===== src/hw/scw_pkg.sv =====
// constants, register map and carrier types of the serial configuration write port
package scw_pkg;
    // serial word layout
    localparam int SCW_WORD_BITS = 24;
    localparam int SCW_ADDR_BITS = 8;
    localparam int SCW_DATA_BITS = 16;
    localparam logic [4:0] SCW_LAST_BIT = 5'd23;
    localparam int SCW_SRST_BIT = 5;
    localparam logic [7:0] SCW_ADDR_SRST = 8'h00;

    // register slots held by the bank
    localparam int SCW_NREG = 11;
    localparam int SCW_IX_SEL = 0;
    localparam int SCW_IX_PDN = 1;
    localparam int SCW_IX_DRV = 2;
    localparam int SCW_IX_TERM = 3;
    localparam int SCW_IX_LFNS = 4;
    localparam int SCW_IX_G0 = 5;
    localparam int SCW_IX_G1 = 6;
    localparam int SCW_IX_G2 = 7;
    localparam int SCW_IX_PAT = 8;
    localparam int SCW_IX_C1 = 9;
    localparam int SCW_IX_C2 = 10;
    localparam logic [7:0] SCW_ADDR [SCW_NREG] = '{8'h03, 8'h0f, 8'h11, 8'h12, 8'h14,
        8'h16, 8'h17, 8'h18, 8'h25, 8'h26, 8'h27};
    // drive code default stands for the 3.5 mA setting
    localparam logic [15:0] SCW_DRV_DEFAULT = 16'h0000;
    localparam logic [15:0] SCW_DEFAULT [SCW_NREG] = '{16'h0020, 16'h0000, SCW_DRV_DEFAULT,
        16'h0000, 16'h0000, 16'h0000, 16'h0000, 16'h0000, 16'h0000, 16'h0000, 16'h0000};

    // field positions
    localparam int SCW_CODE_W = 3;
    localparam int SCW_SEL_BIT = 5;
    localparam int SCW_PART_BIT = 8;
    localparam int SCW_FULL_BIT = 9;
    localparam int SCW_PINCFG_BIT = 10;
    localparam int SCW_BCLK_LSB = 0;
    localparam int SCW_FCLK_LSB = 4;
    localparam int SCW_DAT_LSB = 8;
    localparam int SCW_TERM_EN_BIT = 14;
    localparam int SCW_RAMP_BIT = 6;
    localparam int SCW_DUAL_BIT = 5;
    localparam int SCW_SINGLE_BIT = 4;
    localparam int SCW_C1_MSB_LSB = 0;
    localparam int SCW_C2_MSB_LSB = 2;
    localparam int SCW_LOW_LSB = 6;
    localparam int SCW_G2_W = 8;

    // timing of the internal gain-controller link
    localparam int SCW_CLK_NS = 10;
    localparam int SCW_GAIN_HALF_NS = 40;
    localparam logic [3:0] SCW_GAIN_HALF_CYC = 4'((SCW_GAIN_HALF_NS + SCW_CLK_NS - 1) / SCW_CLK_NS);
    localparam int SCW_VEC_BITS = 40;
    localparam logic [5:0] SCW_VEC_LAST = 6'd39;

    typedef struct packed {
        logic [7:0] addr;
        logic [15:0] data;
    } scw_word_t;

    typedef struct packed {
        logic gain_ctrl_select;
        logic [7:0] channel_power_down;
        logic partial_sleep;
        logic full_sleep;
        logic sleep_pin_config;
        logic [2:0] bitclk_drive_code;
        logic [2:0] frameclk_drive_code;
        logic [2:0] data_drive_code;
        logic term_enable;
        logic [2:0] bitclk_term_code;
        logic [2:0] frameclk_term_code;
        logic [2:0] data_term_code;
        logic [7:0] low_freq_suppress_enable;
        logic ramp_enable;
        logic two_code_pattern_enable;
        logic one_code_pattern_enable;
        logic [11:0] first_custom_code;
        logic [11:0] second_custom_code;
    } scw_cfg_t;
endpackage


===== src/hw/scw_sync.sv =====
// two-flop level synchroniser, one lane per bit
`timescale 1ns/1ps
module scw_sync #(
    parameter int W = 1,
    parameter logic [W-1:0] INIT = '0
) (
    input wire logic i_clk,
    input wire logic i_rst,
    input wire logic [W-1:0] i_async,
    output logic [W-1:0] o_sync
);
    logic [W-1:0] meta_q;

    // first stage feeds only the second
    always_ff @(posedge i_clk or posedge i_rst) begin
        if (i_rst) begin
            meta_q <= INIT;
            o_sync <= INIT;
        end else begin
            meta_q <= i_async;
            o_sync <= meta_q;
        end
    end
endmodule


===== src/hw/scw_gain_ser.sv =====
// serialiser for the 40-bit gain-controller vector, bit 0 first
`timescale 1ns/1ps
module scw_gain_ser (
    input wire logic i_clk,
    input wire logic i_rst,
    input wire logic i_start,
    input wire logic [39:0] i_vector,
    output logic o_sclk,
    output logic o_serial_in_line,
    output logic o_busy
);
    typedef enum logic [1:0] {
        SCW_GS_IDLE = 2'b01,
        SCW_GS_SHIFT = 2'b10
    } scw_gs_t;

    scw_gs_t st_q;
    logic [3:0] div_q;
    logic [5:0] bit_q;
    logic [39:0] vec_q;
    wire half_done = (div_q == scw_pkg::SCW_GAIN_HALF_CYC - 4'd1);

    // a new start restarts the frame so the latest vector always wins
    always_ff @(posedge i_clk or posedge i_rst) begin
        if (i_rst) begin
            st_q <= SCW_GS_IDLE;
            div_q <= 4'h0;
            bit_q <= 6'h00;
            vec_q <= 40'h0;
            o_sclk <= 1'b0;
            o_serial_in_line <= 1'b0;
            o_busy <= 1'b0;
        end else if (i_start) begin
            st_q <= SCW_GS_SHIFT;
            div_q <= 4'h0;
            bit_q <= 6'h00;
            vec_q <= i_vector;
            o_sclk <= 1'b0;
            o_serial_in_line <= i_vector[0];
            o_busy <= 1'b1;
        end else begin
            case (st_q)
                SCW_GS_IDLE: begin
                    o_sclk <= 1'b0;
                    o_busy <= 1'b0;
                end
                SCW_GS_SHIFT: begin
                    div_q <= half_done ? 4'h0 : div_q + 4'h1;
                    if (half_done) begin
                        o_sclk <= ~o_sclk;
                        // data moves on the falling edge, stable at the rise
                        if (o_sclk) begin
                            if (bit_q == scw_pkg::SCW_VEC_LAST) begin
                                st_q <= SCW_GS_IDLE;
                                o_busy <= 1'b0;
                            end else begin
                                bit_q <= bit_q + 6'h01;
                                o_serial_in_line <= vec_q[bit_q + 6'h01];
                            end
                        end
                    end
                end
                default: st_q <= SCW_GS_IDLE;
            endcase
        end
    end

    chk_ser_frame_len: assert property (@(posedge i_clk) disable iff (i_rst)
        $rose(o_busy) && !i_start [*1] ##1 !i_start [*1] |-> o_busy)
        else $error("gain serialiser dropped busy early");
    chk_ser_clk_idle: assert property (@(posedge i_clk) disable iff (i_rst)
        !o_busy && !i_start |=> !o_sclk)
        else $error("gain clock toggles while idle");
endmodule


===== src/hw/scw_port.sv =====
// write-only serial configuration port and its register bank
`timescale 1ns/1ps
// Behaviour
// - select low enables shifting; high blocks it
// - data sampled on each serial clock rise
// - every 24th rise loads the addressed register
// - trailing partial word discarded at select rise
// - several words per select period all load
// - eight address bits then sixteen data bits
// - any serial rate to 20MHz, any duty
// - low reset pin restores all defaults
// - soft reset bit restores defaults, self-clears
// - gain vector sent on 16/17/18 write, enable high
// - per-channel power-down bits in register 0f
// - partial, complete and pin-config sleep modes
// - termination enable gates three termination codes
// - at most one test pattern selected
// - custom codes join two MSBs, ten LSBs
module scw_port (
    input wire logic i_clk,
    input wire logic i_rst,
    input wire logic i_sel_n,
    input wire logic i_sclk,
    input wire logic i_serial_in_line,
    input wire logic i_hw_reset_pin_n,
    input wire logic i_gain_sequencer_enable_pin,
    output scw_pkg::scw_cfg_t o_cfg,
    output logic o_gain_ctrl_serial_clock,
    output logic o_gain_ctrl_serial_word
);
    // lane order of the synchroniser
    localparam int LN_SCLK = 0;
    localparam int LN_SEL = 1;
    localparam int LN_DAT = 2;
    localparam int LN_RST = 3;
    localparam int LN_EN = 4;
    localparam logic [4:0] SYNC_INIT = 5'h0a;
    // custom code split between the pattern register and its own register
    localparam int MSB_W = 2;
    localparam int LOW_W = 10;

    logic [4:0] pins_s;
    logic sclk_prev_q;
    logic dat_prev_q;
    logic [4:0] bit_cnt_q;
    logic [23:0] shift_q;
    logic wr_stb_q;
    logic srst_q;
    logic start_q;
    logic [15:0] regs_q [scw_pkg::SCW_NREG];
    scw_pkg::scw_cfg_t cfg_d;
    logic [39:0] gain_vec;
    logic gain_busy;

    // all pins come from another domain; the serial clock is only sampled
    scw_sync #(
        .W(5),
        .INIT(SYNC_INIT)
    ) u_sync (
        .i_clk(i_clk),
        .i_rst(i_rst),
        .i_async({i_gain_sequencer_enable_pin, i_hw_reset_pin_n, i_serial_in_line, i_sel_n, i_sclk}),
        .o_sync(pins_s)
    );

    wire sclk_s = pins_s[LN_SCLK];
    wire sel_act = ~pins_s[LN_SEL];
    wire rst_pin_s = pins_s[LN_RST];
    wire en_s = pins_s[LN_EN];
    // edge found from two samples, so duty cycle does not matter
    wire sclk_rise = sclk_s & ~sclk_prev_q;
    wire take_bit = sclk_rise & sel_act;
    wire word_end = take_bit & (bit_cnt_q == scw_pkg::SCW_LAST_BIT);
    scw_pkg::scw_word_t wr_word;
    assign wr_word = shift_q;
    wire cfg_clear = srst_q | ~rst_pin_s;

    // history taps for edge finding and for the bit seen before the rise
    always_ff @(posedge i_clk or posedge i_rst) begin
        if (i_rst) begin
            sclk_prev_q <= 1'b0;
            dat_prev_q <= 1'b0;
        end else begin
            sclk_prev_q <= sclk_s;
            dat_prev_q <= pins_s[LN_DAT];
        end
    end

    // data is taken from the sample before the rise: host data changes
    // after the fall, so that sample is clear of the short hold window
    always_ff @(posedge i_clk or posedge i_rst) begin
        if (i_rst) begin
            shift_q <= 24'h0;
        end else if (take_bit) begin
            shift_q <= {shift_q[22:0], dat_prev_q};
        end
    end

    // bit counter wraps per word and drops a partial word at select rise
    // a host that stops mid-word loses only that word, never the next one
    always_ff @(posedge i_clk or posedge i_rst) begin
        if (i_rst) begin
            bit_cnt_q <= 5'h00;
        end else if (!sel_act) begin
            bit_cnt_q <= 5'h00;
        end else if (word_end) begin
            bit_cnt_q <= 5'h00;
        end else if (take_bit) begin
            bit_cnt_q <= bit_cnt_q + 5'h01;
        end
    end

    // commit strobe one cycle after the 24th rise, when shift_q is whole
    always_ff @(posedge i_clk or posedge i_rst) begin
        if (i_rst) begin
            wr_stb_q <= 1'b0;
        end else begin
            wr_stb_q <= word_end;
        end
    end

    wire srst_hit = wr_stb_q & (wr_word.addr == scw_pkg::SCW_ADDR_SRST) & wr_word.data[scw_pkg::SCW_SRST_BIT];
    wire gain_hit = wr_stb_q & ((wr_word.addr == scw_pkg::SCW_ADDR[scw_pkg::SCW_IX_G0])
        | (wr_word.addr == scw_pkg::SCW_ADDR[scw_pkg::SCW_IX_G1])
        | (wr_word.addr == scw_pkg::SCW_ADDR[scw_pkg::SCW_IX_G2]));

    // soft reset bit lives one cycle only, so it clears itself
    // the clear lands the cycle after the commit, so the write never sticks
    always_ff @(posedge i_clk or posedge i_rst) begin
        if (i_rst) begin
            srst_q <= 1'b0;
            start_q <= 1'b0;
        end else begin
            srst_q <= srst_hit;
            start_q <= gain_hit & en_s & rst_pin_s;
        end
    end

    // one register per mapped address; other addresses are ignored
    for (genvar g = 0; g < scw_pkg::SCW_NREG; g++) begin : g_reg
        wire hit = wr_stb_q & (wr_word.addr == scw_pkg::SCW_ADDR[g]);
        always_ff @(posedge i_clk or posedge i_rst) begin
            if (i_rst) begin
                regs_q[g] <= scw_pkg::SCW_DEFAULT[g];
            end else if (cfg_clear) begin
                regs_q[g] <= scw_pkg::SCW_DEFAULT[g];
            end else if (hit) begin
                regs_q[g] <= wr_word.data;
            end
        end
    end

    // channel n sits at D(4-n) for 1..4 and at D(n-1) for 5..8
    function automatic logic [7:0] chan_map(input logic [15:0] r);
        chan_map = {r[7:4], r[0], r[1], r[2], r[3]};
    endfunction

    wire [15:0] r_pdn = regs_q[scw_pkg::SCW_IX_PDN];
    wire [15:0] r_drv = regs_q[scw_pkg::SCW_IX_DRV];
    wire [15:0] r_term = regs_q[scw_pkg::SCW_IX_TERM];
    wire [15:0] r_pat = regs_q[scw_pkg::SCW_IX_PAT];
    wire term_on = r_term[scw_pkg::SCW_TERM_EN_BIT];
    wire pat_r = r_pat[scw_pkg::SCW_RAMP_BIT];
    wire pat_d = r_pat[scw_pkg::SCW_DUAL_BIT];
    wire pat_s = r_pat[scw_pkg::SCW_SINGLE_BIT];

    // field decode of the bank
    always_comb begin
        cfg_d = '0;
        cfg_d.gain_ctrl_select = regs_q[scw_pkg::SCW_IX_SEL][scw_pkg::SCW_SEL_BIT];
        cfg_d.channel_power_down = chan_map(r_pdn);
        cfg_d.partial_sleep = r_pdn[scw_pkg::SCW_PART_BIT];
        // the two sleep selections exclude each other
        cfg_d.full_sleep = r_pdn[scw_pkg::SCW_FULL_BIT] & ~r_pdn[scw_pkg::SCW_PINCFG_BIT];
        cfg_d.sleep_pin_config = r_pdn[scw_pkg::SCW_PINCFG_BIT] & ~r_pdn[scw_pkg::SCW_FULL_BIT];
        cfg_d.bitclk_drive_code = r_drv[scw_pkg::SCW_BCLK_LSB +: scw_pkg::SCW_CODE_W];
        cfg_d.frameclk_drive_code = r_drv[scw_pkg::SCW_FCLK_LSB +: scw_pkg::SCW_CODE_W];
        cfg_d.data_drive_code = r_drv[scw_pkg::SCW_DAT_LSB +: scw_pkg::SCW_CODE_W];
        cfg_d.term_enable = term_on;
        // codes only reach the buffers while termination is enabled
        if (term_on) begin
            cfg_d.bitclk_term_code = r_term[scw_pkg::SCW_BCLK_LSB +: scw_pkg::SCW_CODE_W];
            cfg_d.frameclk_term_code = r_term[scw_pkg::SCW_FCLK_LSB +: scw_pkg::SCW_CODE_W];
            cfg_d.data_term_code = r_term[scw_pkg::SCW_DAT_LSB +: scw_pkg::SCW_CODE_W];
        end
        cfg_d.low_freq_suppress_enable = chan_map(regs_q[scw_pkg::SCW_IX_LFNS]);
        // a mixed selection enables nothing rather than a guess
        cfg_d.ramp_enable = pat_r & ~pat_d & ~pat_s;
        cfg_d.two_code_pattern_enable = pat_d & ~pat_r & ~pat_s;
        cfg_d.one_code_pattern_enable = pat_s & ~pat_r & ~pat_d;
        cfg_d.first_custom_code = {r_pat[scw_pkg::SCW_C1_MSB_LSB +: MSB_W],
            regs_q[scw_pkg::SCW_IX_C1][scw_pkg::SCW_LOW_LSB +: LOW_W]};
        cfg_d.second_custom_code = {r_pat[scw_pkg::SCW_C2_MSB_LSB +: MSB_W],
            regs_q[scw_pkg::SCW_IX_C2][scw_pkg::SCW_LOW_LSB +: LOW_W]};
    end

    // outputs are registered; there is no path back to the host
    always_ff @(posedge i_clk or posedge i_rst) begin
        if (i_rst) begin
            o_cfg <= '0;
        end else begin
            o_cfg <= cfg_d;
        end
    end

    // vector rebuilt from the bank, so any of the three writes resends it all
    assign gain_vec = {regs_q[scw_pkg::SCW_IX_G2][scw_pkg::SCW_G2_W-1:0],
        regs_q[scw_pkg::SCW_IX_G1], regs_q[scw_pkg::SCW_IX_G0]};

    // the vector is already updated when start_q fires
    scw_gain_ser u_gain (
        .i_clk(i_clk),
        .i_rst(i_rst),
        .i_start(start_q),
        .i_vector(gain_vec),
        .o_sclk(o_gain_ctrl_serial_clock),
        .o_serial_in_line(o_gain_ctrl_serial_word),
        .o_busy(gain_busy)
    );

    // checks on the serial front end and the bank
    chk_sel_high_idle: assert property (@(posedge i_clk) disable iff (i_rst)
        !sel_act |=> bit_cnt_q == 5'h00 && $stable(shift_q))
        else $error("bits shifted while select is high");
    chk_bit_sampled: assert property (@(posedge i_clk) disable iff (i_rst)
        take_bit |=> shift_q[0] == $past(dat_prev_q) && shift_q[23:1] == $past(shift_q[22:0]))
        else $error("serial bit not taken on the rise");
    chk_word_commit: assert property (@(posedge i_clk) disable iff (i_rst)
        wr_stb_q |-> $past(take_bit) && $past(bit_cnt_q) == scw_pkg::SCW_LAST_BIT)
        else $error("commit not on the 24th rise");
    chk_partial_drop: assert property (@(posedge i_clk) disable iff (i_rst)
        !sel_act ##1 !sel_act |-> !wr_stb_q)
        else $error("partial word committed after select rose");
    chk_next_word: assert property (@(posedge i_clk) disable iff (i_rst)
        word_end |=> bit_cnt_q == 5'h00)
        else $error("counter not restarted after a word");
    chk_data_lands: assert property (@(posedge i_clk) disable iff (i_rst)
        wr_stb_q && wr_word.addr == scw_pkg::SCW_ADDR[scw_pkg::SCW_IX_C2] && !cfg_clear
        |=> regs_q[scw_pkg::SCW_IX_C2] == $past(wr_word.data))
        else $error("addressed register missed its data");
    chk_pin_reset: assert property (@(posedge i_clk) disable iff (i_rst)
        !rst_pin_s |=> regs_q[scw_pkg::SCW_IX_PAT] == scw_pkg::SCW_DEFAULT[scw_pkg::SCW_IX_PAT]
        && regs_q[scw_pkg::SCW_IX_SEL] == scw_pkg::SCW_DEFAULT[scw_pkg::SCW_IX_SEL])
        else $error("reset pin left a register off default");
    chk_soft_reset: assert property (@(posedge i_clk) disable iff (i_rst)
        srst_hit |=> srst_q ##1 (!srst_q && regs_q[scw_pkg::SCW_IX_PDN] == scw_pkg::SCW_DEFAULT[scw_pkg::SCW_IX_PDN]))
        else $error("soft reset did not restore or self-clear");
    chk_drive_default: assert property (@(posedge i_clk) disable iff (i_rst)
        cfg_clear |=> regs_q[scw_pkg::SCW_IX_DRV] == scw_pkg::SCW_DRV_DEFAULT)
        else $error("drive codes not back at default");
    chk_suppress_default: assert property (@(posedge i_clk) disable iff (i_rst)
        cfg_clear |=> regs_q[scw_pkg::SCW_IX_LFNS] == scw_pkg::SCW_DEFAULT[scw_pkg::SCW_IX_LFNS])
        else $error("noise suppression not back at default");

    // checks on the gain link trigger
    chk_gain_start: assert property (@(posedge i_clk) disable iff (i_rst)
        start_q |-> $past(gain_hit) && $past(en_s))
        else $error("gain link started without cause");
    chk_gain_runs: assert property (@(posedge i_clk) disable iff (i_rst)
        start_q |=> gain_busy)
        else $error("gain link did not start");
    chk_gain_gated: assert property (@(posedge i_clk) disable iff (i_rst)
        gain_hit && !en_s |=> !start_q)
        else $error("gain link started with enable low");

    // decoded outputs follow the bank one clock later
    chk_pdn_ch1: assert property (@(posedge i_clk) disable iff (i_rst)
        wr_stb_q && wr_word.addr == scw_pkg::SCW_ADDR[scw_pkg::SCW_IX_PDN] && !cfg_clear
        ##1 !cfg_clear |=> o_cfg.channel_power_down[0] == $past(wr_word.data[3], 2))
        else $error("channel one power-down bit misplaced");
    chk_pdn_ch8: assert property (@(posedge i_clk) disable iff (i_rst)
        wr_stb_q && wr_word.addr == scw_pkg::SCW_ADDR[scw_pkg::SCW_IX_PDN] && !cfg_clear
        ##1 !cfg_clear |=> o_cfg.channel_power_down[7] == $past(wr_word.data[7], 2))
        else $error("channel eight power-down bit misplaced");
    chk_partial_sleep: assert property (@(posedge i_clk) disable iff (i_rst)
        o_cfg.partial_sleep == $past(r_pdn[scw_pkg::SCW_PART_BIT]))
        else $error("partial sleep bit not decoded");
    chk_term_gated: assert property (@(posedge i_clk) disable iff (i_rst)
        !o_cfg.term_enable |-> o_cfg.bitclk_term_code == 3'h0 && o_cfg.frameclk_term_code == 3'h0
        && o_cfg.data_term_code == 3'h0)
        else $error("termination code passed while termination is off");
    chk_pattern_one: assert property (@(posedge i_clk) disable iff (i_rst)
        $onehot0({o_cfg.ramp_enable, o_cfg.two_code_pattern_enable, o_cfg.one_code_pattern_enable}))
        else $error("more than one test pattern active");
    chk_custom_one: assert property (@(posedge i_clk) disable iff (i_rst)
        o_cfg.first_custom_code == $past({r_pat[scw_pkg::SCW_C1_MSB_LSB +: MSB_W],
        regs_q[scw_pkg::SCW_IX_C1][scw_pkg::SCW_LOW_LSB +: LOW_W]}))
        else $error("first custom code not joined from its parts");
    chk_custom_two: assert property (@(posedge i_clk) disable iff (i_rst)
        o_cfg.second_custom_code == $past({r_pat[scw_pkg::SCW_C2_MSB_LSB +: MSB_W],
        regs_q[scw_pkg::SCW_IX_C2][scw_pkg::SCW_LOW_LSB +: LOW_W]}))
        else $error("second custom code not joined from its parts");

    cov_two_words: cover property (@(posedge i_clk) disable iff (i_rst)
        wr_stb_q ##[1:600] wr_stb_q);
    cov_soft_reset: cover property (@(posedge i_clk) disable iff (i_rst) srst_q);
    cov_gain_send: cover property (@(posedge i_clk) disable iff (i_rst) start_q ##[1:400] !gain_busy);
    cov_partial: cover property (@(posedge i_clk) disable iff (i_rst)
        sel_act && bit_cnt_q != 5'h00 ##1 !sel_act);
    cov_pin_reset: cover property (@(posedge i_clk) disable iff (i_rst)
        !rst_pin_s ##1 rst_pin_s);
endmodule


===== config.mk =====
export PLATFORM = sky130hd
export DESIGN_NAME = scw_port
export DESIGN_NICKNAME = d
export VERILOG_FILES = /design/src/hw/scw_pkg.sv /design/src/hw/scw_sync.sv /design/src/hw/scw_gain_ser.sv /design/src/hw/scw_port.sv
export SDC_FILE = /design/constraint.sdc
export NUM_CORES = 1
export LEC_CHECK = 0
export ABC_AREA = 0
export ABC_CLOCK_PERIOD_IN_PS = 21100
export BUFFER_PORTS_ARGS = -buffer_cell sky130_fd_sc_hd__buf_2
export CAP_MARGIN = 5
export CORE_MARGIN = 3
export CORE_UTILIZATION = 30
export CTS_BUF_LIST = sky130_fd_sc_hd__clkbuf_16
export DETAILED_ROUTE_END_ITERATION = 8
export GPL_TIMING_DRIVEN = 0
export SLEW_MARGIN = 25
export SYNTH_ARGS = -nofsm -noshare
export SYNTH_HDL_FRONTEND = slang
export SYNTH_SLANG_ARGS = --single-unit

===== constraint.sdc =====
create_clock -name i_clk -period 21.1 [get_ports i_clk]
set_input_delay 1.055 -clock i_clk [delete_from_list [all_inputs] [get_ports i_clk]]
set_output_delay 1.055 -clock i_clk [all_outputs]
set_load 0.005 [all_outputs]

Yosys cells after proc, flatten, opt, wreduce, memory -nomap -nowiden
Cells that the tools add are included.
W data, S select, Z words.
- reduce and logical (&&, ||, !) cells: 20
- shift operators: 0
- magnitude comparators: 1
- divide/modulo/power cells: 0
- add/sub/neg operators: 3
- bitwise gates (word level): 39
- mux-type cells: 49
- equality and inequality tests: 21
- multiply operators: 0
- operators by type and width (kind ; count):
    $mux W16 ; 8
    $eq A8 B5 Y1 const B ; 6
    $mux W11 ; 4
    $mux W6 ; 7
    $mux W8 ; 4
    $mux W15 ; 2
    $reduce_bool A2 Y1 ; 14
    $and A1 B1 Y1 ; 27
    $eq A8 B6 Y1 const B ; 3
    $mux W5 ; 3
    $mux W7 ; 2
    $mux W4 ; 3
    $mux W9 ; 1
    $ne A3 B2 Y1 const B ; 3
    $not A1 Y1 ; 9
    $eq A8 B2 Y1 const B ; 1
    $eq A8 B4 Y1 const B ; 1
    $logic_not A8 Y1 ; 1
    $mux W1 ; 8
    $mux W2 ; 4
    $reduce_and A4 Y1 ; 2
    $lt A6 B7 Y1 const B ; 1
    $add A6 B1 Y6 const B ; 1
    $bmux W1 S6 ; 1
    other kinds (13) ; 17
- register bits after elaboration: 294
- RAM bits: 0
- word-level logic and storage cells: 177
- latch bits: 0
- input bits: 7
- memories kept: 0
- output and inout bits: 68
- memory bits (read-only): 0

Longest topological paths before layout
Gate-level depths: netlist of run 1.
- depth after elaboration: 8
- depth in mapped cells: 8

By module
Synthesis of run 1 repeated with hierarchy kept, for this count alone.
- cell total of the unflattened synthesis: 760
- area, all modules: 10438.8 um^2
- by module, submodules not included (module ; seq. area each (um^2) ; cells each ; instances ; area an instance (um^2)):
    scw_port ; 5156.2 ; 556 ; 1 ; 7544.7
    scw_gain_ser ; 1377.6 ; 193 ; 1 ; 2635.0
    scw_sync ; 255.2 ; 11 ; 1 ; 259.0

Worst setup path before layout of run 1
OpenSTA, ideal clock, no wires.
- kind: register -> register
- from: register shift_q[22]
- to: register regs_q (netlist bit gain_vec[0])
- clock period less this slack: 2.269 ns
- path slack: 18.831 ns
- buffers on the path: 2
- data arrival time: 2.132 ns
- cell stages (with the launch flop): 9
- data required time: 20.964 ns
- path through: dfrtp_1 or3b_4 or3b_4 or3_4 or2_1 clkbuf_2 buf_6 nand2_1 a21oi_1
- longest elaborated chain between the ends: 3
- RTL lines (element ; RTL line ; source):
    start, declared ; scw_port.sv:46 ; logic [23:0] shift_q;
    start signal, assigned ; scw_port.sv:95 ; shift_q <= {shift_q[22:0], dat_prev_q};
    $eq A8 B5 Y1 ; scw_port.sv:141 ; wire hit = wr_stb_q & (wr_word.addr == scw_pkg::SCW_ADDR[g]);
    $and A1 B1 Y1 ; scw_port.sv:141 ;
    $reduce_bool A2 Y1 (no source line) ; -- ;
    end signal, assigned by index ; scw_port.sv:144 ; regs_q[g] <= scw_pkg::SCW_DEFAULT[g];
    end signal, assigned by index ; scw_port.sv:146 ; regs_q[g] <= scw_pkg::SCW_DEFAULT[g];
    end signal, assigned by index ; scw_port.sv:148 ; regs_q[g] <= wr_word.data;
    end, declared ; scw_port.sv:50 ; logic [15:0] regs_q [scw_pkg::SCW_NREG];
No other way between the ends.
A chain may end at the register's enable or synchronous reset.

Worst setup path in the final report of run 1
- from: register shift_q[22]
- to: register regs_q (netlist bit gain_vec[23])
The elaborated chain is that of the path after synthesis.

==> impl.org, run 1 <==
** Outcome
- Outcome :: completed

** Synthesis
- Averaged over all synthesized cells, the footprint is 12.7 um2.
- Count of flip-flops with a built-in enable after synthesis :: 0
- In this run, distinct cell masters in the synthesized netlist total 46.
- The synthesized netlist occupies a cell area of 10300 um2.
- The number of nets handed over by synthesis was 819.
- Cell with the most instances after synthesis :: dfrtp_1
- The most used flip-flop cell after synthesis is dfrtp_1.
- Top post-synthesis cells by count :: 264 x dfrtp_1, 106 x nand2_1, 84 x nor2_1
- Of the synthesized area, sequential elements account for 65.6%.
- Summed over all instances, the cell type with the most area after synthesis is dfrtp_1.
- For this run, the number of Yosys warnings is 0.
- The synthesized design contains 270 register bits.
- Top cells by area, synth :: dfrtp_1 64%, mux2_2 7.2%, mux2i_1 6.2%, nand2_1 3.9%, nor2_1 3.1%
- After technology mapping, the gate count stands at 809.
- After synthesis, the largest area contributor takes up 64.1% of total cell area.
- After synthesis, the share of flip-flops with an asynchronous set or reset is 100%.

** Cells and area
- Area added between synthesis and finish :: 18.2%
- Antenna fix cells :: 0
- NumNets Final :: 927
- Fin cells :: 1386
- Layout filler cell count :: 3338
- Share of cells above drive strength 1 :: 23.5%
- Summing all flip-flop and latch instances after layout gives 6760 um2.
- Area used by multi-input combinational logic :: 3280 um2

** CTS
- Number of buffers inserted for hold repair after clock tree synthesis :: 0
- The clock passes through at most 3 buffers.
- The tree is rooted in a clkbuf_16.
- Clock-pin slew was measured on the worst setup and hold paths at 0.06 ns.
- Post-CTS Setup Inserts :: 0
- CTS tree :: done
- H-tree Lvls :: 1
- # resized after CTS :: 0
- In this run, CTS created clock tree buffers numbering 29.
- The clock drives 270 sinks.
- At the later pin of the worst-skew pair, clock insertion delay measures 0.53 ns.

** Pwr
- For this design the ratio of total power to cell area is 86.6 nW/um2.
- Of the total power, registers draw 50.6%.
- Across the VDD grid, the largest voltage drop is 0.0000570 V.
- Combinational Power Share :: 6.0%
- Total net switching power :: 254 uW
- Net switching is 24.0% of the power.
- Static Leak :: 6.02 nW
- Cell internal power was estimated by the tool at 801 uW.
- Of the total power, the clock network draws 43.5%.
- The design draws 1.05 mW.

** Die
- Overall die height :: 191 um
- Die Wd :: 191 um
- The floorplan step defined a core boundary enclosing 33700 um2.
- The die covers 36600 um2.
- Once the floorplan was initialized, standard cells occupied 30.6% of the core.
- Number of core rows :: 67
- 75 I/O pins were placed.

** Detailed routing
- Number of detailed-routing iterations run before antenna repair :: 6
- The detailed router used layers up to and including met4.
- Sum of routed wire length over all layers :: 22500 um
- In the final routing, the length of wire on met1 measures 10000 um.
- Overall via count from detail_route :: 6256
- Routed length per instance :: 16.2 um
- DR DRC count :: 0
- Antenna-violating nets left :: 0
- Dividing the detail-routed via count by the number of cells gives 4.51.
- Met3 wire len :: 837 um
- Met2 routed wirelength :: 11200 um
- In this run, the number of DRC markers left after iteration 0 of detailed routing was 284.

** Global routing
- After global routing the overflow that remains totals 0.
- The initial antenna violation count is 0.
- Global-route wire length before repair :: 36400 um
- The number of global-route vias before repair was 6422.
- Maximum number of pins on one net before global-route repair :: 89
- GRT Overall Usage :: 12.5%

** Timing
- The clock arrives with 0.0152 ns of skew.
- In the finished design, the share of the clock period the worst path needs comes to 12.2%.
- Fin crit period :: 2.58 ns
- Setup repair after global routing missed its margin :: false
- After layout, the worst setup slack is 18.52 ns.
- Static timing analysis puts the maximum clock frequency at 387 MHz.
- At the pin with the least slew margin, the transition time is 0.959 ns.
- Count of final setup violators :: 0
- Headroom to the max-slew limit came out at 36.1%.
- Count of pins over their slew limit :: 0
- Final Hold Viols :: 0
- Setup total negative slack on the finished layout was measured at 0 ns.

** Setup path
- Cell family with most CP delay :: simple AND/OR/NAND/NOR gates
- Flop-to-flop setup slack :: 18.52 ns
- The critical path is of the register to register type.
- Among the stages of the critical path, the cell type that occurs most often is or3b_4.
- STA classifies the critical path startpoint as a register.
- STA classifies the critical path endpoint as a register.
- Capture point of the critical path :: gain_vec[23]
- Worst setup startpoint :: shift_q[22]
- Counting cells, the worst reg-to-reg path comes to 6.
- Of all nets on the critical path, the largest fanout is 10.
- Largest stage delay on the critical path :: 0.65 ns
- Reg-to-reg startpoint :: shift_q[22]
- Among all stages on the critical path, the largest delay is contributed by nor3_1.
- CP Cell Sequence :: or3b_4 > or3b_4 > nor3_1 > buf_2 > nand2_1 > a21oi_1
- Crit path buffers/inverters :: 1
- At the worst endpoint, the arrival time is 3.02 ns.
- The critical path crosses 6 cells after its start point.
- Data on the critical path is required at its endpoint by 21.54 ns.
- Worst flop-to-flop path endpoint :: gain_vec[23]

** Hold path
- The min-delay analysis places its worst path in the category register to register.

** Placement
- After legalization and detailed placement, the total HPWL measured 14600 um.
- Before CTS, the worst setup slack after placement is 18.56 ns.
- The number of placed instances, taps included, is 1334.
- Input and output buffers added on the ports amount to 74.
- At the end of routability-driven placement, the weighted congestion stood at 0.797.

** Job
- Max-cap violations in this run came to 0.
cell families (layout without fill, tap and decap cells):
family | Yosys count | after routing | synth area share [%]
compound gates | 64 | 64 | 3.33
xor+xnor | 12 | 12 | 1.02
fa+ha+maj | 3 | 3 | 0.364
buf+inv | 59 | 188 | 2.50
flops | 270 | 270 | 65.6
mux | 140 | 140 | 15.6
simple gates | 261 | 261 | 11.5
power by group through the flow:
stage               Sequential (mW)  Combinational, mW  Clock (mW)
finish                        0.533             0.0628       0.458
global route                  0.534             0.0679       0.494
CTS                           0.533             0.0651       0.473
detailed placement            0.543             0.0649           0
global placement              0.543             0.0621           0
floorplan                     0.539             0.0341           0
per-layer routing:
metal	GRT usage [%]	vias up
met3	1.98	31
met1	16.6	3171
li1	-	2937
met4	2.96	0
met5	0	-
met2	21.6	117
worst min-delay path by stage:
stage / from / to / slack (ns) / cells past startpoint
final: u_sync.meta_q[2] / u_sync.o_sync[2] / 0.35 / 0
after global placement: u_sync.meta_q[2] / u_sync.o_sync[2] / 0.34 / 0
after global routing: u_sync.meta_q[2] / u_sync.o_sync[2] / 0.35 / 0
after detailed placement: u_sync.meta_q[0] / u_sync.o_sync[0] / 0.33 / 0
after floorplan: u_sync.o_sync[2] / dat_prev_q / 0.33 / 0
after CTS: u_sync.meta_q[0] / u_sync.o_sync[0] / 0.35 / 0
registers in the layout (all words and copies together), names as in the netlist, 2 cells and up:
register,cells
r_pdn,11
r_drv,9
u_gain.st_q,2
u_gain.bit_q,6
r_term,10
o_cfg,66
bit_cnt_q,5
u_gain.vec_q,40
shift_q,24
r_pat,7
u_sync.meta_q,5
cfg_d,29
gain_vec,40
u_gain.div_q,4
u_sync.o_sync,5
cell usage in the layout (no fill, tap or decap), types with 2 or more instances in the layout:
cell,instances
a21oi_1,53
nand3b_1,3
nor3_1,4
and2_1,11
inv_8,2
or3b_4,2
clkbuf_1,35
nand2_1,106
nor3b_2,2
clkbuf_16,29
nor2_1,84
mux4_2,10
clkinv_2,4
inv_1,9
nand4_1,4
xor2_1,6
clkinv_1,10
nor2b_1,5
dfrtp_1,264
nor3b_1,6
and3_1,5
mux2i_1,64
buf_16,3
dfstp_2,6
buf_2,87
buf_6,2
mux2_2,66
o21ai_0,3
buf_1,3
nor4_1,2
nand3_1,13
a21o_1,2
xnor2_1,6
ha_1,3
nand2b_1,6
stage by stage:
stage	util [%]	hold WS (ns)	instance area, um2
2_1_floorplan	-	0.331	10300
3_3_place_gp	33.3	0.335	11200
3_5_place_dp	33.6	0.335	11300
4_1_cts	36.1	0.348	12200
5_1_grt	36.1	0.353	12200
6_report	36.1	0.345	12200
final cells by class:
cell class / instances / area share, %
clock buffer: 29 / 5.96
multi-input combinational: 480 / 26.9
inverter: 4 / 0.185
timing repair buffer: 77 / 3.72
sequential: 270 / 55.5
clock inverter: 23 / 1.07
buffer: 55 / 1.99
tap: 448 / 4.60
(Power assumes the default switching activity.)
==> inputs of run 2 (changes only) <==
ABC_CLOCK_PERIOD_IN_PS = 2140   (was 21100)
clock period = 2.14 ns   (was 21.1 ns; I/O delays follow)
==> run 2 against run 1 <==
First-iteration DRC count increased by 8.5%. Die area unchanged. The run now ends with negative setup slack left. Highest routed layer unchanged. Non-clock buffer count is 19 higher. Clock power grew to 10 times the previous value. Setup slack worse by 19 ns. Combinational power grew to 10 times the previous value. Via count barely moved. Routed wire length up 2.3%. Final cell count up 1.2%. Critical path depth grew 1.
==> impl.org, run 2 (synthesis results as in run 1) <==
** CTS
- TritonCTS built the clock tree.
- In this run the deepest clock path goes through 3 buffers.
- Register clock-pin slew on the reported worst setup and hold paths :: 0.06 ns
- TritonCTS created 28 clock buffers.
- CTS sink cnt :: 270
- Clock latency on the worst-skew pair :: 0.53 ns
- CTS Root Cell :: clkbuf_16
- H-tree Lvls :: 1

** Timing
- Headroom to the max-slew limit :: 48.0%
- Setup violations remaining at the end of the flow were counted as 49.
- In the post-route analysis, the smallest setup slack over all paths is -0.222 ns.
- At the pin with the least slew margin, the transition time is 0.780 ns.
- Fin crit period :: 2.36 ns
- Hold WS :: 0.154 ns
- After layout, the worst path uses 110% of the clock period.
- Setup repair after global routing missed its margin :: true
- Across the routed clock network, the largest skew measured is 0.0105 ns.
- The number of pins with negative max-slew slack in the final report came to 0.
- Derived from the worst setup path, the maximum achievable clock frequency is 423 MHz.
- The number of hold violations in the final report came to 0.

** Detailed routing
- For this run, the detailed router's first-pass iteration total came to 4.
- Via count normalized by instance count :: 4.46
- Violation count after the first detailed-route iteration :: 308
- After detailed routing, the average wire length per cell comes to 16.4 um.
- After detailed routing, the total wire length is 23000 um.
- For this run, design rule violations remaining after detail routing come to 0.
- Overall via count from detail_route :: 6257
- Antenna-violating nets left :: 0

** Cells and area
- For this run, the share of the core covered by cells in the final layout is 37.6%.
- Registers take 6760 um2.
- The repair_antennas step left the layout with diodes totalling 0.
- In the final layout, the multi-input gates occupy 3420 um2.
- NumNets Final :: 945
- Largest register FFs :: 66
- Counting the fill cells in the layout gives 3284.
- Leaving out fill and tap cells, the most frequent cell in the layout is dfrtp_1.
- Compared with the post-synthesis result, the final layout area differs by 23.1%.
- More flip-flops sit in one register than any other, and that register is o_cfg.
- Share of cells above drive strength 1 :: 29.2%
- Leaving out fill and tap cells, the most frequent cells in the layout are 264 x dfrtp_1, 98 x nand2_1, 84 x buf_2, 81 x nor2_1, 66 x mux2_2.

** Setup path
- Worst setup startpoint :: shift_q[22]
- Critical path capture point type :: register
- Largest fanout on the critical path :: 10
- On the worst path, the slowest cell contributes a delay of 0.41 ns.
- Traced cell by cell, the critical path runs through or3b_4 > or3b_4 > or3_4 > nor3b_2 > buf_6 > mux2i_1 > nor2_1.
- Most prevalent standard cell on the critical path :: or3b_4
- The largest individual stage delay along the critical path comes from the cell or3b_4.
- Reg-to-reg startpoint :: shift_q[22]
- Signal arrival time at the worst endpoint :: 2.75 ns
- Worst Setup Path Type :: register to register
- Data on the critical path is required at its endpoint by 2.53 ns.
- The worst setup path is launched from a register.

** Pwr
- Static Leak :: 6.18 nW
- IR analysis of the VDD net gives a maximum drop of 0.000593 V.
- Dividing total power by cell area gives a power density of 837 nW/um2.

** Hold path
- Hold crit path type :: input pin to async pin

** Global routing
- Grt ovf :: 0
- Global routing consumed, over all layers together, 12.8% of the routing resources.
- Entering global routing, the biggest net connects 34 pins.
- The number of global-route vias before repair was 6650.
- Number of antenna violations at the first check in global routing :: 0
- Global-route wire length before repair :: 37600 um

** Outcome
- Violated checks :: negative setup slack
- Outcome :: finished with violations

** Placement
- Sum of net half-perimeters after detailed placement :: 15000 um
- Gp weighted congestion :: 0.768
- Port Buf Inserts :: 74

** Die
- The floorplan has 67 rows.
- I/O pin count :: 75
- The die is 191 um wide.
- Core region area :: 33700 um2
- Initial core utilization :: 30.6%
- The die covers 36600 um2.
- Overall die height :: 191 um

** Job
- Across the run, the number of max-cap violations was 0.
run 2: cell count changes in the layout (fill, tap and decap cells not counted), sizes merged, moves of 4 or more:
cell and change:
buf +23, clkbuf -10, clkinv -6, clkinvlp +5, dlygate4sd3 +6, inv -4
run 2: path summary, 6_finish.rpt:
kind | cells past startpoint | slack, ns | endpoint
worst max-delay path | 7 | -0.22 | r_term[4]
worst min-delay path | 3 | 0.15 | o_cfg[10]
worst max register to register | 7 | -0.22 | r_term[4]
worst min register to register | 0 | 0.35 | u_sync.o_sync[4]
max in group asynchronous | 7 | 0.72 | u_sync.meta_q[3]
min in group i_clk | 2 | 0.22 | u_sync.meta_q[2]
run 2: layout make-up:
cell class	count	share of cell area, %
Buffer	49	2.34
Clock buffer	29	5.72
Clock inverter	20	1.34
Inverter	4	0.148
Multi-Input combinational cell	480	27.0
Sequential cell	270	53.3
Tap cell	448	4.42
Timing Repair Buffer	102	5.73
run 2: metal layers:
layer  track usage (%)  wire length, um
met1              17.3            10300
met2              21.8            11400
met3              2.35              887
met4              2.43              289
met5                 0                0
run 2: power by group:
group / internal (mW) / total (mW) / switching (mW)
clock network: 2.79 / 4.72 / 1.93
logic: 0.167 / 0.638 / 0.471
registers: 5.19 / 5.25 / 0.0636
total: 8.15 / 10.6 / 2.46
run 2: worst max-delay path: cells and delay by family, from the launching register on:
| kind | cells | cell delay (ns) |
|---|---|---|
| flip-flops | 1 | 0.38 |
| buffers and inverters | 1 | 0.20 |
| AND/OR/NAND/NOR | 5 | 1.43 |
| multiplexers | 1 | 0.21 |
run 2: stage by stage:
step	cells	setup slack, ns	setup TNS [ns]	power (mW)	cell area (um2)
floorplan	809	-1.53	-410.27	5.65	10300
global placement	1331	-3.15	-849.82	5.95	11200
detailed placement	1340	-0.386	-15.84	5.99	11400
CTS	1399	-0.258	-7.96	10.8	12500
global route	1402	-0.334	-11.65	11.0	12700
finish	1402	-0.222	-7.98	10.6	12700
run 2: what timing repair did:
action	4_1_cts	5_1_grt
resized for setup	32	46
hold buffers	6	0
gates cloned	2	2
hold endpoints to repair	81	0
pin swaps	11	8
setup buffers	6	3
endpoints found under the setup margin	74	118
==> inputs of run 3 (changes only) <==
SYNTH_HIERARCHICAL = 1   (was default)
==> run 3 against run 2 <==
Area after synthesis is 0.91% higher. First-iteration DRC count rose by 11%. Critical path type unchanged. Clock-buffer cell count is the same. Total power fell by 2.6%. Register-to-register slack improved by 0.09 ns. Global-route usage decreased by 0.19 points. Largest cell class unchanged. The flow still finishes with violations (negative setup slack). Via count shrank 3.6%. Largest power group unchanged. Combinational power down 24%. Cell area fell by 0.92%. Sequential power hardly changed. Sequential share of layout area increased by 0.50 points.
==> impl.org, run 3 <==
** Setup path
- Worst flop-to-flop path endpoint :: u_gain/o_serial_in_line
- The worst setup path is launched from a register.
- Reg-to-reg startpoint :: u_gain/bit_q[1]
- In this run the worst path has a maximum fanout of 5.
- Worst path required time :: 2.56 ns
- STA classifies the critical path endpoint as a register.
- Worst Reg2Reg Path Length in Cells :: 7
- The worst register-to-register path has a setup slack of -0.13 ns.
- Signal arrival time at the worst endpoint :: 2.69 ns
- The critical path in this run is classified as register to register.

** CTS
- Clock tree synthesis found a total of 270 sinks.
- Register clock-pin slew on the reported worst setup and hold paths :: 0.06 ns
- H-tree Lvls :: 1
- Buffers inserted during clock tree synthesis total 29.
- Clock latency on the worst-skew pair :: 0.55 ns
- Bufs on Longest Clock Path :: 3
- CTS tree :: done
- CTS Root Cell :: clkbuf_16

** Pwr
- Combinational Power Share :: 4.7%
- In this run the power density over the cells is 823 nW/um2.
- Net switching fraction of the power :: 23.5%
- The share of total power dissipated in the clock network is 44.5%.
- For this design the total switching power over the nets is 2.42 mW.
- Across the VDD grid, the largest voltage drop is 0.000449 V.
- Cell internal power was estimated by the tool at 7.91 mW.
- Summed over all cells, the static leakage comes to 6.63 nW.
- Sequential share of power :: 50.8%

** Synthesis
- Cells after Synth :: 756
- In this run the mean area of a mapped cell was 13.8 um2.
- Area of the mapped netlist :: 10400 um2
- During synthesis, Yosys emitted a total of 6 warnings.
- The number of nets handed over by synthesis was 766.

** Global routing
- GRT Overall Usage :: 12.6%
- For this run the aggregate overflow at the end of global routing stands at 0.
- The number of global-route vias before repair came to 6485.
- The initial antenna violation count is 0.
- Entering global routing, the biggest net connects 47 pins.
- The first global-routing pass estimated 36700 um of wire.

** Detailed routing
- Wires add up to 22600 um.
- DR DRC count :: 0
- Overall via count from detail_route :: 6031
- Routed length per instance :: 16.8 um
- For this run, the detailed router's first-pass iteration total came to 4.
- In this run the remaining antenna-violating nets after routing total 0.
- Violation count after the first detailed-route iteration :: 343
- In the routed layout, each cell is associated on average with a via count of 4.48.

** Timing
- Across the routed clock network, the largest skew measured is 0.00938 ns.
- Based on the critical path, the design can be clocked at up to 440 MHz.
- Fin crit period :: 2.27 ns
- Setup WS post-layout :: -0.130 ns
- Count of final setup violators :: 1
- The number of hold violations in the final report was 0.
- At the pin with the least slew margin, the transition time is 0.709 ns.
- Part of the cycle the worst path needs :: 106%
- Setup repair after global routing missed its margin :: true
- The number of pins with negative max-slew slack in the final report was 0.
- Hold WS :: 0.0544 ns
- Headroom to the max-slew limit came out at 52.6%.

** Die
- Initial core utilization :: 30.7%
- Overall die height :: 192 um
- Core region area :: 33900 um2
- Measured along the x axis, the die boundary spans 192 um.
- Die area :: 36900 um2
- Number of core rows :: 67
- During I/O placement, the number of pins put on the boundary was 75.

** Cells and area
- The final layout contains 888 nets.
- More flip-flops sit in one register than any other, and that register is o_cfg.
- Post-route cell area :: 12600 um2
- Largest register FFs :: 66
- The library cell used most frequently in the layout, excluding fill and tap cells, is dfrtp_1.
- In the final layout, the share of cells above drive strength 1 is 26.9%.
- Commonest non-fill, non-tap cells in the layout :: 263 x dfrtp_1, 132 x nand2_1, 109 x mux2i_1, 81 x buf_2, 65 x mux2_2
- The filler cells instantiated in the layout total 3320.
- Antenna fix cells :: 0
- Area added between synthesis and finish :: 20.8%

** Hold path
- In this run the worst hold path is classified as input pin to async pin.

** Outcome
- Outcome :: finished with violations
- The checks that failed: negative setup slack.

** Placement
- The HPWL after detailed placement is 15100 um.
- Input and output buffers added on the ports amount to 74.
- Gp weighted congestion :: 0.789
- Area after detailed placement :: 11500 um2

** Job
- Reported max-cap violation count :: 0
==> run 3: metal layers <==
metal,global-route usage [%],routed length [um],vias up
met5,0,0,-
met4,3.56,498,0
met3,2.10,806,31
met2,20.8,10900,76
met1,17.3,10400,3093
li1,-,-,2831
==> run 3: cell type report <==
type | count | area [um2] | area share (%)
plain buffers | 37 | 206 | 1.64
clock buffers | 29 | 726 | 5.78
clock inverters | 23 | 146 | 1.17
inverters | 11 | 47.5 | 0.378
multi-input cells | 438 | 3470 | 27.6
flip-flops and latches | 270 | 6770 | 53.8
well taps | 448 | 561 | 4.46
repair buffers | 91 | 646 | 5.14
==> run 3: worst max-delay path, cell delays in order (launching register included) <==
cell	delay [ns]
dfrtp_1	0.42
ha_4	0.33
buf_12	0.13
mux4_2	0.48
mux2_4	0.27
or3_4	0.35
o311ai_4	0.07
o211ai_2	0.09
==> run 3: metrics by stage <==
step	power, mW	instances	worst slack (ns)	TNS [ns]	utilization, %
2_1_floorplan	5.58	756	-0.638	-130.91	-
3_3_place_gp	5.78	1278	-1.98	-415.10	33.5
3_5_place_dp	5.83	1286	-0.232	-4.70	34.0
4_1_cts	10.5	1345	-0.149	-0.184	37.0
5_1_grt	10.8	1347	-0.195	-0.195	37.1
6_report	10.3	1347	-0.130	-0.130	37.1
==> run 3: power groups by stage <==
stage,Clock (mW),Combinational (mW),Sequential [mW]
finish,4.60,0.482,5.25
global route,4.97,0.530,5.26
CTS,4.72,0.498,5.25
detailed placement,0,0.488,5.34
global placement,0,0.439,5.34
floorplan,0,0.259,5.32
==> run 3: how the worst max path moves through the flow <==
stage / startpoint / cells past startpoint / slack, ns / endpoint
CTS: u_gain/bit_q[1] / 7 / -0.15 / u_gain/o_serial_in_line
global placement: i_rst / 2 / -1.98 / o_cfg[44]
floorplan: i_rst / 1 / -0.64 / bit_cnt_q[0]
detailed placement: u_gain/bit_q[0] / 7 / -0.23 / u_gain/o_serial_in_line
global route: u_gain/bit_q[1] / 7 / -0.20 / u_gain/o_serial_in_line
finish: u_gain/bit_q[1] / 7 / -0.13 / u_gain/o_serial_in_line
==> run 3: what timing repair did <==
| action | in CTS | in global routing |
|---|---|---|
| gates cloned | 0 | 1 |
| setup endpoints to repair | 83 | 70 |
| setup buffers | 1 | 1 |
| hold buffers | 6 | 0 |
| gates resized for setup | 14 | 14 |
| pin swaps | 1 | 1 |
| endpoints found under the hold margin | 140 | 0 |
